[src/e1_sa_monitor_pkg.sv]
// constants shared by the spare-bit and error-count monitor
package e1_sa_monitor_pkg;
	localparam int ADDR_W = 12;
	localparam int DATA_W = 32;

	// register indices; byte address is four times the index
	localparam logic [9:0] IDX_RX_SA4 = 10'h05C;
	localparam logic [9:0] IDX_RX_SA5 = 10'h05D;
	localparam logic [9:0] IDX_RX_SA6 = 10'h05E;
	localparam logic [9:0] IDX_RX_SA7 = 10'h05F;
	localparam logic [9:0] IDX_RX_SA8 = 10'h060;
	localparam logic [9:0] IDX_SA6_STATUS = 10'h061;
	localparam logic [9:0] IDX_SIG_FLAGS_LOW = 10'h062;
	localparam logic [9:0] IDX_SIG_FLAGS_HIGH = 10'h063;
	localparam logic [9:0] IDX_CNT2_LOW = 10'h050;
	localparam logic [9:0] IDX_CNT2_HIGH = 10'h051;
	localparam logic [9:0] IDX_CNT3_LOW = 10'h052;
	localparam logic [9:0] IDX_CNT3_HIGH = 10'h053;
	localparam logic [9:0] IDX_CONTROL = 10'h054;
	localparam logic [9:0] IDX_FREEZE = 10'h055;

	// control register fields
	localparam int CTL_PRBS_MODE = 0;
	localparam int CTL_PER_SECOND = 1;
	localparam int CTL_CNT3_MODE = 2;
	localparam int CTL_SA6_SYNC = 3;
	localparam int CTL_CRC_FORMAT = 4;
	localparam int CTL_ALARM_SIM = 5;
	localparam logic [5:0] CTL_RESET = 6'h00;
	localparam logic [1:0] FREEZE_RESET = 2'h0;
	localparam logic [7:0] SIG_FLAGS_RESET = 8'h00;

	// sa6 class numbers, equal to their status bit positions
	localparam logic [2:0] CLS_1000 = 3'h0;
	localparam logic [2:0] CLS_1010 = 3'h1;
	localparam logic [2:0] CLS_1100 = 3'h2;
	localparam logic [2:0] CLS_1110 = 3'h3;
	localparam logic [2:0] CLS_1111 = 3'h4;
	localparam logic [2:0] CLS_OTHER = 3'h5;
	localparam logic [2:0] CLS_NONE = 3'h7;
	localparam logic [1:0] SA6_REPEATS = 2'h3;

	// sa6 sequences counted by the two error counters
	localparam logic [3:0] SEQ_REMOTE = 4'h1;
	localparam logic [3:0] SEQ_LOCAL = 4'h2;
	localparam logic [3:0] SEQ_BOTH = 4'h3;

	// frames that open a submultiframe and close one
	localparam logic [3:0] FRAME_SMF1_FIRST = 4'h1;
	localparam logic [3:0] FRAME_SMF2_FIRST = 4'h9;
	localparam logic [3:0] FRAME_SMF1_LAST = 4'h7;
	localparam logic [3:0] FRAME_SMF2_LAST = 4'hF;

	localparam logic [15:0] CNT_MAX = 16'hFFFF;
	localparam logic [5:0] MF_CNT_MAX = 6'h3F;
	localparam logic [1:0] ALIGN_CNT_MAX = 2'h3;
endpackage : e1_sa_monitor_pkg

[src/e1_sa_bit_error_monitor.sv]
// receive sa-bit capture, sa6 error counters and signalling pointers
//
// How it works
// Non-PRBS: counter 2 counts submultiframes whose Sa6 is 0001 or 0011, CRC format only.
// Counter 2 Sa6 counting happens only while multiframe alignment holds.
// Sa6 nibble is built in arrival order, first bit from frame 1 or 9.
// Alarm simulation bumps Sa6 counters once per submultiframe, saturating.
// PRBS mode: counter 2 counts PRBS bit errors while in sync, saturating.
// PRBS mode alarm simulation counts every second received bit.
// Host sets the freeze request before reading a counter in buffer mode.
// Buffer follows counter; freeze rise stops it and clears counter; high read clears request.
// Per-second mode latches then clears each counter on every second event.
// Counter 3 counts submultiframes with Sa6 0010 or 0011, aligned CRC format.
// Counter 3 alt mode: bits 7..2 count multiframes while alignment lost.
// Counter 3 alt mode: bits 1..0 count alignment changes, saturating.
// Alt mode alarm simulation advances both fields once per multiframe.
// Five Sa capture registers reload from last multiframe at multiframe begin.
// Capture bit 0 comes from frame 1, bit 7 from frame 15.
// Sa6 groups classify as 1000, 1010, 1100, 1110, 1111 or other.
// A class sets its status bit after three successive detections.
// Sa6 status bits are sticky until read; read clears them.
// Each change of detected Sa6 class raises the changed pulse.
// No Sa6 status update while basic frame alignment is lost.
// Sync detect mode limits Sa6 updates to multiframe-aligned state.
// Low signalling pointer flags updates of registers 1..8; pointers reset zero.
// High signalling pointer flags updates of registers 9..16, bit 0 is 9.
// Multiframe begin marks each 2 ms CRC multiframe start.
//
// The implementer's own choice: the APB interface to the registers.
`timescale 1ns/10ps
module e1_sa_bit_error_monitor (
	input wire logic pclk,
	input wire logic presetn,
	input wire logic psel,
	input wire logic penable,
	input wire logic pwrite,
	input wire logic [e1_sa_monitor_pkg::ADDR_W-1:0] paddr,
	input wire logic [e1_sa_monitor_pkg::DATA_W-1:0] pwdata,
	output logic [e1_sa_monitor_pkg::DATA_W-1:0] prdata,
	output logic pready,
	output logic pslverr,
	input wire logic sa_strobe,
	input wire logic [3:0] frame_number,
	input wire logic [4:0] sa_bits,
	input wire logic multiframe_begin_event,
	input wire logic frame_align_lost,
	input wire logic multiframe_align_lost,
	input wire logic alignment_change,
	input wire logic rx_bit_strobe,
	input wire logic prbs_bit_error,
	input wire logic prbs_sync_indication,
	input wire logic one_second_event,
	input wire logic signalling_update,
	input wire logic [3:0] signalling_index,
	output logic sixth_spare_changed_event
);
	import e1_sa_monitor_pkg::*;

	typedef struct packed {
		logic [5:0] ctrl;
		logic [1:0] freeze;
		logic [1:0] freeze_d;
		logic [1:0][15:0] cnt;
		logic [1:0][15:0] buff;
		logic [4:0][7:0] sa_work;
		logic [4:0][7:0] sa_reg;
		logic [3:0] nib;
		logic bit_phase;
		logic [7:0] signalling_low_changed_bits;
		logic [7:0] signalling_high_changed_bits;
		logic pready;
		logic pslverr;
		logic [DATA_W-1:0] prdata;
	} mon_t;

	mon_t st;
	mon_t next_st;
	logic [5:0] sa6_clear;
	logic [5:0] sa6_status;
	logic sa6_changed;

	function automatic logic [15:0] sat_inc(input logic [15:0] v);
		return (v == CNT_MAX) ? v : v + 16'h0001;
	endfunction : sat_inc

	// decoded line-side events
	logic service_frame;
	logic smf_first;
	logic smf_end;
	logic [3:0] nib_now;
	assign service_frame = sa_strobe && frame_number[0];
	assign smf_first = (frame_number == FRAME_SMF1_FIRST) || (frame_number == FRAME_SMF2_FIRST);
	assign smf_end = service_frame &&
		((frame_number == FRAME_SMF1_LAST) || (frame_number == FRAME_SMF2_LAST));
	assign nib_now = {st.nib[2:0], sa_bits[2]};

	sa6_pattern_detector u_sa6_detector (
		.pclk(pclk),
		.presetn(presetn),
		.sa6_strobe(service_frame),
		.sa6_bit(sa_bits[2]),
		.smf_first(smf_first),
		.frame_align_lost(frame_align_lost),
		.multiframe_align_lost(multiframe_align_lost),
		.sixth_spare_sync_detect(st.ctrl[CTL_SA6_SYNC]),
		.clear_mask(sa6_clear),
		.status(sa6_status),
		.changed(sa6_changed)
	);

	function automatic logic [7:0] read_mux(input mon_t s, input logic [9:0] idx,
		input logic [5:0] sa6s);
		logic [7:0] v;
		v = 8'h00;
		for (int k = 0; k < 5; k++) begin
			if (idx == IDX_RX_SA4 + 10'(k)) begin
				v = s.sa_reg[k];
			end
		end
		unique case (idx)
			IDX_SA6_STATUS: v = {2'b00, sa6s};
			IDX_SIG_FLAGS_LOW: v = s.signalling_low_changed_bits;
			IDX_SIG_FLAGS_HIGH: v = s.signalling_high_changed_bits;
			IDX_CNT2_LOW: v = s.buff[0][7:0];
			IDX_CNT2_HIGH: v = s.buff[0][15:8];
			IDX_CNT3_LOW: v = s.buff[1][7:0];
			IDX_CNT3_HIGH: v = s.buff[1][15:8];
			IDX_CONTROL: v = {2'b00, s.ctrl};
			IDX_FREEZE: v = {6'h00, s.freeze};
			default: v = v;
		endcase
		return v;
	endfunction : read_mux

	function automatic logic idx_hit(input logic [9:0] idx);
		return (idx >= IDX_RX_SA4 && idx <= IDX_SIG_FLAGS_HIGH) ||
			(idx >= IDX_CNT2_LOW && idx <= IDX_FREEZE);
	endfunction : idx_hit

	always_comb begin
		logic [9:0] idx;
		logic crc_fmt;
		logic alarm;
		logic [1:0][15:0] bumped;
		logic [1:0] rise;
		logic inc2;
		logic inc3;
		logic [5:0] mf_cnt;
		logic [1:0] al_cnt;
		logic rd_done;
		idx = paddr[ADDR_W-1:2];
		inc2 = 1'b0;
		inc3 = 1'b0;
		bumped = '0;
		rise = 2'h0;
		mf_cnt = 6'h00;
		al_cnt = 2'h0;
		next_st = st;
		sa6_clear = 6'h00;
		rd_done = 1'b0;
		crc_fmt = st.ctrl[CTL_CRC_FORMAT];
		alarm = st.ctrl[CTL_ALARM_SIM];

		// apb: one wait state, effects at the completing edge
		next_st.pready = 1'b0;
		next_st.pslverr = 1'b0;
		if (psel && penable && !st.pready) begin
			next_st.pready = 1'b1;
			next_st.pslverr = !idx_hit(idx);
			next_st.prdata = {24'h000000, read_mux(st, idx, sa6_status)};
		end else if (psel && penable && st.pready) begin
			rd_done = !pwrite;
			if (pwrite && idx == IDX_CONTROL) begin
				next_st.ctrl = pwdata[5:0];
			end
			if (pwrite && idx == IDX_FREEZE) begin
				next_st.freeze = pwdata[1:0];
			end
		end
		if (rd_done) begin
			unique case (idx)
				IDX_SA6_STATUS: sa6_clear = st.prdata[5:0];
				IDX_SIG_FLAGS_LOW:
					next_st.signalling_low_changed_bits = st.signalling_low_changed_bits &
						~st.prdata[7:0];
				IDX_SIG_FLAGS_HIGH:
					next_st.signalling_high_changed_bits = st.signalling_high_changed_bits &
						~st.prdata[7:0];
				IDX_CNT2_HIGH: next_st.freeze[0] = 1'b0;
				IDX_CNT3_HIGH: next_st.freeze[1] = 1'b0;
				default: next_st.freeze = next_st.freeze;
			endcase
		end

		// signalling update pointers, set wins over the read clear
		if (signalling_update && !signalling_index[3]) begin
			next_st.signalling_low_changed_bits[signalling_index[2:0]] = 1'b1;
		end
		if (signalling_update && signalling_index[3]) begin
			next_st.signalling_high_changed_bits[signalling_index[2:0]] = 1'b1;
		end

		// sa bit capture over one multiframe
		if (service_frame) begin
			next_st.nib = nib_now;
			for (int k = 0; k < 5; k++) begin
				next_st.sa_work[k][frame_number[3:1]] = sa_bits[k];
			end
		end
		if (multiframe_begin_event) begin
			next_st.sa_reg = st.sa_work; // see
		end

		// counter 2 increment source
		if (rx_bit_strobe) begin
			next_st.bit_phase = !st.bit_phase;
		end
		if (st.ctrl[CTL_PRBS_MODE]) begin
			inc2 = alarm ? (rx_bit_strobe && st.bit_phase) :
				(prbs_bit_error && prbs_sync_indication);
		end else begin
			inc2 = crc_fmt && smf_end && (alarm || (!multiframe_align_lost && // see see
				(nib_now == SEQ_REMOTE || nib_now == SEQ_BOTH)));
		end
		bumped[0] = inc2 ? sat_inc(st.cnt[0]) : st.cnt[0];

		// counter 3 increment source
		inc3 = crc_fmt && smf_end && (alarm || (!multiframe_align_lost && // see
			(nib_now == SEQ_LOCAL || nib_now == SEQ_BOTH)));
		mf_cnt = st.cnt[1][7:2];
		al_cnt = st.cnt[1][1:0];
		if (st.ctrl[CTL_CNT3_MODE]) begin
			if (multiframe_begin_event && mf_cnt != MF_CNT_MAX &&
				(alarm || frame_align_lost || multiframe_align_lost)) begin
				mf_cnt = mf_cnt + 6'h01; // see
			end
			if ((alarm ? multiframe_begin_event : alignment_change) && al_cnt != ALIGN_CNT_MAX) begin
				al_cnt = al_cnt + 2'h1; // see
			end
			bumped[1] = {st.cnt[1][15:8], mf_cnt, al_cnt};
		end else begin
			bumped[1] = inc3 ? sat_inc(st.cnt[1]) : st.cnt[1];
		end

		// buffer and clearing scheme, shared by both counters
		rise = st.freeze & ~st.freeze_d;
		next_st.freeze_d = st.freeze;
		for (int i = 0; i < 2; i++) begin
			if (st.ctrl[CTL_PER_SECOND]) begin
				if (one_second_event) begin
					next_st.buff[i] = st.cnt[i];
					next_st.cnt[i] = 16'h0000;
				end else begin
					next_st.cnt[i] = bumped[i];
				end
			end else begin
				next_st.cnt[i] = rise[i] ? 16'h0000 : bumped[i];
				if (!st.freeze[i] && !rise[i]) begin
					next_st.buff[i] = st.cnt[i]; // see
				end
			end
		end
	end

	always_ff @(posedge pclk or negedge presetn) begin
		if (!presetn) begin
			st <= '0;
			st.ctrl <= CTL_RESET;
			st.freeze <= FREEZE_RESET;
			st.signalling_low_changed_bits <= SIG_FLAGS_RESET;
			st.signalling_high_changed_bits <= SIG_FLAGS_RESET;
		end else begin
			st <= next_st;
		end
	end

	assign prdata = st.prdata;
	assign pready = st.pready;
	assign pslverr = st.pslverr;
	assign sixth_spare_changed_event = sa6_changed;
endmodule : e1_sa_bit_error_monitor

[src/sa6_pattern_detector.sv]
// sa6 four-bit pattern classifier with sticky status and change pulse
`timescale 1ns/10ps
module sa6_pattern_detector (
	input wire logic pclk,
	input wire logic presetn,
	input wire logic sa6_strobe,
	input wire logic sa6_bit,
	input wire logic smf_first,
	input wire logic frame_align_lost,
	input wire logic multiframe_align_lost,
	input wire logic sixth_spare_sync_detect,
	input wire logic [5:0] clear_mask,
	output logic [5:0] status,
	output logic changed
);
	import e1_sa_monitor_pkg::*;

	typedef struct packed {
		logic [3:0] nib;
		logic [1:0] pos;
		logic [2:0] last_cls;
		logic [1:0] rep;
		logic [2:0] cur_cls;
		logic [5:0] status;
		logic changed;
	} det_t;

	det_t st;
	det_t next_st;

	function automatic logic [2:0] classify(input logic [3:0] n);
		unique case (n)
			4'h8: return CLS_1000;
			4'hA: return CLS_1010;
			4'hC: return CLS_1100;
			4'hE: return CLS_1110;
			4'hF: return CLS_1111;
			default: return CLS_OTHER;
		endcase
	endfunction : classify

	always_comb begin
		logic [1:0] pos;
		logic [3:0] nib;
		logic [2:0] cls;
		logic [1:0] rep;
		logic enable;
		logic [5:0] set_bits;
		pos = 2'h0;
		nib = 4'h0;
		cls = CLS_NONE;
		rep = 2'h0;
		set_bits = 6'h00;
		next_st = st;
		next_st.changed = 1'b0;
		enable = !frame_align_lost && (!sixth_spare_sync_detect || !multiframe_align_lost); // see
		if (sa6_strobe) begin
			// synchronous detection restarts each group at a submultiframe
			pos = (sixth_spare_sync_detect && smf_first) ? 2'h0 : st.pos;
			nib = {st.nib[2:0], sa6_bit};
			next_st.nib = nib;
			next_st.pos = pos + 2'h1;
			if (pos == 2'h3) begin
				cls = classify(nib);
				rep = (cls == st.last_cls && st.rep != SA6_REPEATS) ? st.rep + 2'h1 :
					(cls == st.last_cls ? st.rep : 2'h1);
				next_st.last_cls = cls;
				next_st.rep = rep;
				if (rep == SA6_REPEATS && enable) begin
					set_bits[cls] = 1'b1;
					if (cls != st.cur_cls) begin
						next_st.cur_cls = cls;
						next_st.changed = 1'b1;
					end
				end
			end
		end
		next_st.status = (st.status & ~clear_mask) | set_bits;
	end

	always_ff @(posedge pclk or negedge presetn) begin
		if (!presetn) begin
			st <= '{nib: 4'h0, pos: 2'h0, last_cls: CLS_NONE, rep: 2'h0,
				cur_cls: CLS_NONE, status: 6'h00, changed: 1'b0};
		end else begin
			st <= next_st;
		end
	end

	assign status = st.status;
	assign changed = st.changed;
endmodule : sa6_pattern_detector
[config.mk]
export PLATFORM = sky130hd
export DESIGN_NAME = e1_sa_bit_error_monitor
export DESIGN_NICKNAME = d
export VERILOG_FILES = /design/src/e1_sa_monitor_pkg.sv /design/src/e1_sa_bit_error_monitor.sv /design/src/sa6_pattern_detector.sv
export SDC_FILE = /design/constraint.sdc
export NUM_CORES = 1
export LEC_CHECK = 0
export BUFFER_PORTS_ARGS = -buffer_cell sky130_fd_sc_hd__buf_2
export CAP_MARGIN = 0
export CORE_ASPECT_RATIO = 2
export CORE_MARGIN = 5
export CORE_UTILIZATION = 60
export DETAILED_ROUTE_END_ITERATION = 16
export PLACE_DENSITY = 0.8
export SLEW_MARGIN = 30
export SYNTH_ARGS = -nofsm -noshare
export SYNTH_HDL_FRONTEND = slang
export SYNTH_SLANG_ARGS = --single-unit
[constraint.sdc]
create_clock -name pclk -period 3.1 [get_ports pclk]
set_clock_uncertainty 0.1 [all_clocks]
set_input_delay 0 -clock pclk [delete_from_list [all_inputs] [get_ports pclk]]
set_output_delay 0 -clock pclk [all_outputs]
set_load 0.02 [all_outputs]
==> flow_summary.json, run 1 <==
{
  "ir_worst_vdd_mv": 0.562,
  "mostFrequentLayoutCell": "dfrtp_1",
  "cts_tree": "built",
  "dpl_worst_slack_ns": 0.704,
  "grt_max_degree": 86,
  "power.density_mw_per_mm2": 580,
  "finalHoldViolCount": 0,
  "rows": 67,
  "cts_buffer_depth": 3,
  "via_per_inst": 6.30,
  "drv_cap": 0,
  "cp_max_fo": 6,
  "critPathLaunchType": "input pin",
  "ys_ff_latch": 201,
  "start_util_pct": 60.5,
  "ys_types": 78,
  "synth_edf_count": 0,
  "syn_to_final_growth_pct": 14.4,
  "drcViolationCount": 0,
  "synth_seq_area_share_pct": 50.1,
  "worstSetupPathType": "input pin to flip-flop",
  "rsz0062_at_grt": "no",
  "numCtsBuffers": 19,
  "die_height_um": 193,
  "post-dp-hpwl_um": 16100,
  "ant_nets": 0,
  "cts.sinks": 201,
  "relSlewSlack_pct": 33.4,
  "worst_pin_slew_ns": 0.997,
  "grt_usage_pct": 24.9,
  "gr-total-overflow": 0,
  "setup_viol_count_final": 0,
  "gp_congestion": 0.972,
  "dpl.cell_count": 1091,
  "grt_pass1_vias": 7441,
  "diodes": 0,
  "layout_common_cells": "dfrtp_1, mux2_2, o21ai_0",
  "die_x_um": 101,
  "yosys-top-cells-area": "dfrtp_1, mux2_2, o21ai_0, mux4_2, buf_4",
  "slew_violations": 0,
  "drive_gt1_share_pct": 28.1,
  "worstPathRequired_ns": 3.36,
  "die_area_mm2": 0.0196,
  "firstDrtPassIters": 5,
  "fmax_ghz": 0.380,
  "worstPathArrival_ns": 2.89,
  "grt_pass1_wl_um": 38500,
  "core_mm2": 0.0166,
  "synth_area_mm2": 0.0100,
  "finalCritPeriodShare_pct": 84.9,
  "wire_per_inst_um": 20.2,
  "hold_class": "input pin to async pin",
  "p_leak_nw": 5.00,
  "port_buffers": 54,
  "fin_cells": 1168,
  "nets": 1027,
  "cts_resized": 0,
  "synth_top_cell_by_area": "dfrtp_1",
  "ios": 107,
  "regArea_mm2": 0.00504,
  "clkLatencyLatePin_ns": 0.48,
  "tns_ns": 0,
  "drt_wl_total_um": 23600,
  "layout_setup_ws_ns": 0.468,
  "fill_cells": 1167,
  "postSynthCellCount": 860,
  "status": "finished clean",
  "clock-root-buffer": "clkbuf_16",
  "multi_input_area_mm2": 0.00464,
  "cp-end-kind": "flip-flop",
  "period_minus_slack_ns": 2.63,
  "antenna_found_initial": 0,
  "async_flop_share_pct": 100,
  "path_clk_slew_ns": 0.06,
  "synthFlopType": "dfrtp_1",
  "drt_iter0_markers": 479,
  "syn_area_per_cell_um2": 11.7,
  "dr_total_vias": 7361,
  "h-tree-depth": 1,
  "synth.top_cell.area_share_pct": 48.6,
  "yosys_warnings": 0
}
[worst max-delay path, stage by stage]
cell and delay, ns:
dlygate4sd3_1 0.53, buf_2 0.13, or4b_1 0.68, nor3_4 0.37
nand4_4 0.25, mux2_4 0.35, dlygate4sd3_1 0.57
[synth_stat cells (all sizes together), types with 12 or more instances]
| cell type | number |
|---|---|
| nand4 | 13 |
| buf | 46 |
| nor3 | 20 |
| nand3 | 27 |
| a211oi | 13 |
| clkbuf | 20 |
| mux2i | 13 |
| a21oi | 26 |
| o21ai | 68 |
| and3 | 17 |
| dfrtp | 195 |
| inv | 16 |
| nor2 | 36 |
| nand2 | 46 |
| mux4 | 12 |
| mux2 | 131 |
[cell families after synthesis]
group | synth area share [%]
AO/OA/AOI/OAI | 12.3
XOR/XNOR | 1.05
adder cells (fa/ha/maj) | 0.623
buffers and inverters | 4.65
flip-flops | 50.1
multiplexers | 18.9
other | 0.0373
AND/OR/NAND/NOR | 12.3
[flip-flops by register name, summed over array words and instances, names as in the netlist]
register,flops
next_st,2
nib_now,3
prdata,8
pready,1
pslverr,1
st,169
u_sa6_detector.changed,1
u_sa6_detector.st,10
u_sa6_detector.status,6
[final timing paths]
kind	from	to	slack (ns)	depth (start not counted)
setup / recovery	paddr[11]	st[204]$_DFFE_PN0P_	0.47	7
hold / removal	presetn	st[60]$_DFFE_PN0P_	0.04	2
setup reg to reg	u_sa6_detector.st[10]$_DFFE_PN0P_	u_sa6_detector.status[1]$_DFF_PN0_	0.55	7
hold reg to reg	st[50]$_DFFE_PN0P_	st[50]$_DFFE_PN0P_	0.37	1
max in group asynchronous	presetn	u_sa6_detector.st[12]$_DFFE_PN1P_	1.98	3
min in group pclk	one_second_event	st[177]$_DFF_PN0_	0.05	5
[layer usage]
layer  vias to the layer above  global-route usage [%]  share of wire (%)
li1                       3343                       -                  -
met1                      3635                    33.7                 40
met2                       333                    41.0                 50
met3                        50                    3.53                6.7
met4                         0                    8.91                3.5
met5                         -                       0                  0
[area by class of cell]
| type | instances | area share (%) |
|---|---|---|
| flip-flops and latches | 201 | 43.8 |
| multi-input cells | 600 | 40.4 |
| repair buffers | 112 | 7.42 |
| clock buffers | 24 | 4.56 |
| well taps | 207 | 2.25 |
| clock inverters | 8 | 1.05 |
| inverters | 16 | 0.523 |
[report_power, final]
group / switching, mW / internal (mW)
sequential: 0.257 / 3.02
clock: 0.969 / 1.45
combinational: 0.471 / 0.500
total: 1.70 / 4.97
[through the flow]
stage	cell area, um^2	hold WS, ns	utilization [%]	total power, mW
final	11500	0.0353	69.2	6.67
after global routing	11500	0.0768	69.2	6.96
after CTS	11500	0.0126	69.2	6.69
after detailed placement	10400	0.000551	62.6	4.23
after global placement	10400	-0.00592	62.6	4.16
after floorplan	10100	-0.396	-	3.95
[repair_timing]
item / in CTS / in global routing
hold buffers: 45 / 0
hold endpoints to repair: 171 / 0
setup endpoints to repair: 0 / 0
setup buffers: 0 / 0
(Power assumes the default switching activity.)
==> run 2: changes to the inputs <==
--- a/config.mk
+++ b/config.mk
@@ -5,13 +5,14 @@
 export SDC_FILE = /design/constraint.sdc
 export NUM_CORES = 1
 export LEC_CHECK = 0
+export ABC_AREA = 1
 export BUFFER_PORTS_ARGS = -buffer_cell sky130_fd_sc_hd__buf_2
 export CAP_MARGIN = 0
 export CORE_ASPECT_RATIO = 2
 export CORE_MARGIN = 5
-export CORE_UTILIZATION = 60
+export CORE_UTILIZATION = 54
 export DETAILED_ROUTE_END_ITERATION = 16
-export PLACE_DENSITY = 0.8
+export PLACE_DENSITY = 0.76
 export SLEW_MARGIN = 30
 export SYNTH_ARGS = -nofsm -noshare
 export SYNTH_HDL_FRONTEND = slang
==> constraint.sdc (replaced) <==
create_clock -name pclk -period 2.3 [get_ports pclk]
set_clock_uncertainty 0.1 [all_clocks]
set_input_delay 0 -clock pclk [delete_from_list [all_inputs] [get_ports pclk]]
set_output_delay 0 -clock pclk [all_outputs]
set_load 0.02 [all_outputs]
==> flow_summary.json, run 2 <==
{
  "grt_usage_pct": 26.0,
  "worst_pin_slew_ns": 0.601,
  "path_cells": "nand3_1, nor2_1, dlygate4sd3_1, a22oi_1, dlygate4sd3_1",
  "top_register": "st",
  "ant_nets": 0,
  "finalCritPeriodShare_pct": 96.9,
  "synth_area_mm2": 0.0102,
  "drcViolationCount": 0,
  "ys_ff_latch": 201,
  "slew_violations": 0,
  "synth_top_cell_by_area": "dfrtp_1",
  "gr-total-overflow": 0,
  "hold_ws_ns": 0.0262,
  "worstPathArrival_ns": 2.51,
  "crit_slowest_cell": "dlygate4sd3_1",
  "drt_wl_total_um": 28200,
  "gp_congestion": 0.933,
  "synth_seq_area_share_pct": 49.3,
  "cts.sinks": 201,
  "cts_tree": "built",
  "worstSetupPathType": "flip-flop to flip-flop",
  "die_area_mm2": 0.0219,
  "wire_per_inst_um": 17.4,
  "core_mm2": 0.0187,
  "ys_top_cells_by_count": "nand2_1, dfrtp_1, nor2_1",
  "finalHoldViolCount": 0,
  "syn_area_per_cell_um2": 8.20,
  "mostFrequentLayoutCell": "nand2_1",
  "fin_util_pct": 62.8,
  "synth_edf_count": 0,
  "critPathLaunchType": "flip-flop",
  "die_x_um": 107,
  "ff2ff_setup_slack_ns": 0.07,
  "synth.top_cell.area_share_pct": 47.8,
  "path_common_cell": "dlygate4sd3_1",
  "largest_reg_flops": 169,
  "path_clk_slew_ns": 0.07,
  "antenna_found_initial": 0,
  "diodes": 0,
  "cts_resized": 0,
  "syn_to_final_growth_pct": 15.3,
  "cp_max_fo": 3,
  "dpl_worst_slack_ns": 0.296,
  "path_buf_inv": 2,
  "cts_buffer_depth": 3,
  "postSynthCellCount": 1245,
  "power.density_mw_per_mm2": 752,
  "yosys-top-cells-area": "dfrtp_1, nand2_1, nand3_1, nor2_1, o21ai_0",
  "setup_viol_count_final": 0,
  "firstDrtPassIters": 6,
  "die_height_um": 204,
  "via_per_inst": 5.51,
  "drt_iter0_markers": 529,
  "numCtsBuffers": 19,
  "tns_ns": 0,
  "h-tree-depth": 1,
  "clkLatencyLatePin_ns": 0.51,
  "period_minus_slack_ns": 2.23,
  "fmax_ghz": 0.449,
  "ys_types": 45,
  "start_util_pct": 54.5,
  "yosys_warnings": 0,
  "nets": 1427,
  "path_delay_family": "buffers and inverters",
  "worstPathRequired_ns": 2.58,
  "status": "finished clean",
  "grt_pass1_vias": 9044,
  "grt_pass1_wl_um": 44600,
  "fin_area_mm2": 0.0118,
  "drive_gt1_share_pct": 14.0,
  "layout_common_cells": "nand2_1, dfrtp_1, nor2_1",
  "multi_input_area_mm2": 0.00447,
  "post-dp-hpwl_um": 20800,
  "rows": 71,
  "cp_slowest_stage_delay_ns": 0.61,
  "p_leak_nw": 5.64,
  "grt_max_degree": 58,
  "synth_most_common_cell": "nand2_1",
  "hold_class": "input pin to flip-flop",
  "place_area_mm2": 0.0107,
  "regArea_mm2": 0.00504,
  "port_buffers": 54,
  "fill_cells": 1630,
  "dr_total_vias": 8913,
  "cp-end-kind": "flip-flop",
  "async_flop_share_pct": 100,
  "ios": 107,
  "synthFlopType": "dfrtp_1",
  "relSlewSlack_pct": 59.8,
  "ir_worst_vdd_mv": 0.853,
  "drv_cap": 0,
  "clock-root-buffer": "clkbuf_16",
  "layout_setup_ws_ns": 0.0711
}
-- run 2: changes by cell type in the layout (fill, tap and decap cells not counted), moves of 13 or more --
| cell | delta |
|---|---|
| a21oi_1 | +20 |
| nand3_1 | +106 |
| nand2_1 | +225 |
| mux2_2 | -82 |
| nand4_1 | +19 |
| mux2i_1 | -13 |
| o21ai_0 | +51 |
| and3_1 | -16 |
| nor2_1 | +119 |
| inv_1 | +92 |
-- run 2: final timing paths --
| path | from | depth (start not counted) | to |
|---|---|---|---|
| worst max-delay path | pready$_DFF_PN0_ | 5 | next_st[199]$_DFF_PN0_ |
| worst min-delay path | paddr[10] | 8 | prdata[6]$_DFFE_PN0P_ |
| worst max register to register | pready$_DFF_PN0_ | 5 | next_st[199]$_DFF_PN0_ |
| worst min register to register | u_sa6_detector.st[9]$_DFFE_PN1P_ | 2 | u_sa6_detector.st[9]$_DFFE_PN1P_ |
| max in group asynchronous | presetn | 4 | next_st[199]$_DFF_PN0_ |
| min in group asynchronous | presetn | 3 | st[184]$_DFF_PN0_ |
-- run 2: where the power goes --
part	switching [mW]	internal, mW	leakage [nW]	total (mW)
clock	1.37	1.73	0.295	3.10
sequential	0.348	4.08	2.53	4.43
combinational	0.782	0.545	2.82	1.33
total	2.50	6.36	5.64	8.86
-- run 2: per-stage QoR --
step	power, mW	std cells
floorplan	5.31	1268
global placement	5.65	1535
detailed placement	5.73	1535
CTS	8.88	1614
global route	9.26	1618
finish	8.86	1618
-- run 2: routing by layer --
metal	vias up	track usage, %	wire, um
li1	4247	-	-
met1	4187	26.1	9260
met2	347	47.7	14900
met3	132	2.78	1430
met4	0	20.0	2570
met5	-	0	0
-- run 2: cell families (layout without fill, tap and decap cells) --
kind of cell / after synthesis / count (layout) / synth area share [%]
adder cells (fa/ha/maj): 5 / 5 / 0.613
other: 1 / 24 / 0.0367
XOR/XNOR: 13 / 13 / 1.11
multiplexers: 43 / 43 / 4.74
buffers and inverters: 173 / 267 / 7.89
AND/OR/NAND/NOR: 635 / 636 / 27.3
flip-flops: 201 / 201 / 49.3
AO/OA/AOI/OAI: 174 / 174 / 8.96
-- run 2: cell type report --
type,count,area share (%)
sequential,201,42.8
inverter,112,3.57
multi-input combinational,895,38.0
tap,255,2.71
clock inverter,5,0.287
timing repair buffer,121,7.81
clock buffer,29,4.87
-- run 2: tightest hold or removal path: stages --
cell	delay [ns]
buf_2	0.10
nor2_4	0.06
inv_1	0.10
nor3_2	0.11
nand2_1	0.07
nand3_1	0.07
nand2_1	0.06
nand2_1	0.04
-- run 2: what timing repair did --
action	CTS	global route
buffers inserted	0	3
hold buffers	45	0
endpoints found under the hold margin	298	0
endpoints found under the setup margin	0	3
==> run 3: changes to the inputs <==
==> constraint.sdc (replaced) <==
create_clock -name pclk -period 1.8 [get_ports pclk]
set_clock_uncertainty 0.1 [all_clocks]
set_input_delay 0 -clock pclk [delete_from_list [all_inputs] [get_ports pclk]]
set_output_delay 0 -clock pclk [all_outputs]
set_load 0.02 [all_outputs]
==> flow_summary.json, run 3 (same netlist as run 2, synthesis figures left out) <==
{
  "hold_class": "input pin to async pin",
  "dr_total_vias": 9160,
  "start_util_pct": 54.5,
  "worstPathRequired_ns": 2.10,
  "p_leak_nw": 5.94,
  "finalHoldViolCount": 0,
  "clkLatencyLatePin_ns": 0.50,
  "rows": 71,
  "drcViolationCount": 0,
  "crit_slowest_cell": "dfrtp_1",
  "largest_reg_flops": 169,
  "layout_setup_ws_ns": 0.0236,
  "fill_cells": 1535,
  "clock-root-buffer": "clkbuf_16",
  "ios": 107,
  "die_x_um": 107,
  "slew_violations": 0,
  "core_mm2": 0.0187,
  "p_total_mw": 11.4,
  "die_height_um": 204,
  "drt_iter0_markers": 625,
  "path_delay_family": "simple AND/OR/NAND/NOR gates",
  "die_area_mm2": 0.0219,
  "port_buffers": 54,
  "drive_gt1_share_pct": 20.6,
  "fmax_ghz": 0.563,
  "via_per_inst": 5.50,
  "cts_tree": "built",
  "worstPathArrival_ns": 2.07,
  "syn_to_final_growth_pct": 21.3,
  "path_cells": "buf_4, nand3_1, nor2_2, nand3_2, nor2_4, nand2_1, o21ai_1, nand3_1, nand2_1, inv_1",
  "tns_ns": 0,
  "cp_slowest_stage_delay_ns": 0.37,
  "finalCritPeriodShare_pct": 98.7,
  "cp_max_fo": 4,
  "drt_wl_total_um": 29500,
  "fin_util_pct": 66.1,
  "dpl.cell_count": 1583,
  "rsz0062_at_grt": "yes",
  "cts_buffer_depth": 3,
  "fin_area_mm2": 0.0124,
  "cp-end-kind": "flip-flop",
  "path_clk_slew_ns": 0.07,
  "place_area_mm2": 0.0111,
  "grt_pass1_vias": 9473,
  "firstDrtPassIters": 5,
  "h-tree-depth": 1,
  "grt_pass1_wl_um": 46800,
  "ant_nets": 0,
  "antenna_found_initial": 0,
  "ir_worst_vdd_mv": 1.03,
  "mostFrequentLayoutCell": "nand2_1",
  "hold_ws_ns": 0.0429,
  "status": "finished clean",
  "dpl_worst_slack_ns": 0.000482,
  "critPathLaunchType": "flip-flop",
  "gr-total-overflow": 0,
  "top_register": "st",
  "path_buf_inv": 2,
  "drv_cap": 0,
  "layout_common_cells": "nand2_1, dfrtp_1, nor2_1",
  "power.density_mw_per_mm2": 921,
  "setup_viol_count_final": 0,
  "nets": 1476,
  "gp_congestion": 0.904,
  "worstSetupPathType": "flip-flop to flip-flop",
  "numCtsBuffers": 19,
  "fin_cells": 1665,
  "diodes": 0,
  "grt_max_degree": 61,
  "cts.sinks": 201,
  "period_minus_slack_ns": 1.78,
  "grt_usage_pct": 27.3,
  "wire_per_inst_um": 17.7,
  "post-dp-hpwl_um": 21800
}
==> run 3: changes by cell type in the layout (fill, tap and decap cells not counted), moves of 5 or more <==
cell,before,now
dlygate4sd3_1,45,37
nor2_1,154,145
buf_4,20,71
nand2_1,271,264
o21ai_1,3,8
nand3_2,3,10
nand3_1,131,121
buf_12,2,9
o21ai_0,112,107
==> run 3: final cells by class <==
class	count	area [um^2]	area share, %
Sequential cell	201	5040	40.7
Multi-Input combinational cell	894	4670	37.7
Inverter	112	427	3.45
Clock buffer	24	514	4.15
Tap cell	255	319	2.58
Clock inverter	8	46.3	0.374
Timing Repair Buffer	171	1360	11.0
==> run 3: layer usage <==
layer	GRT usage [%]	up-vias	wire length, um
met4	21.7	0	2570
met1	27.4	4350	9820
met2	49.8	336	15900
li1	-	4339	-
met3	2.72	135	1200
met5	0	-	0
==> run 3: timing repair <==
action | CTS | global route
endpoints found under the hold margin | 304 | 0
pin swaps | 0 | 15
resized for setup | 1 | 61
hold buffers | 38 | 0
setup endpoints to repair | 3 | 47
buffers inserted | 0 | 12
==> run 3: power breakdown <==
group	internal (mW)	leakage, nW	total [mW]	switching (mW)
sequential	5.22	2.52	5.68	0.460
combinational	0.841	3.14	1.95	1.11
clock	2.03	0.280	3.77	1.74
==> run 3: path summary, 6_finish.rpt <==
kind	startpoint	end	slack, ns	cells past startpoint
setup / recovery	st[185]$_DFF_PN0_	st[196]$_DFF_PN0_	0.02	10
hold / removal	presetn	u_sa6_detector.st[13]$_DFFE_PN1P_	0.04	2
setup reg to reg	st[185]$_DFF_PN0_	st[196]$_DFF_PN0_	0.02	10
hold reg to reg	next_st[200]$_DFF_PN0_	st[200]$_DFF_PN0_	0.37	0
max in group asynchronous	presetn	st[39]$_DFF_PN0_	1.20	3
min in group pclk	paddr[10]	prdata[4]$_DFFE_PN0P_	0.04	8
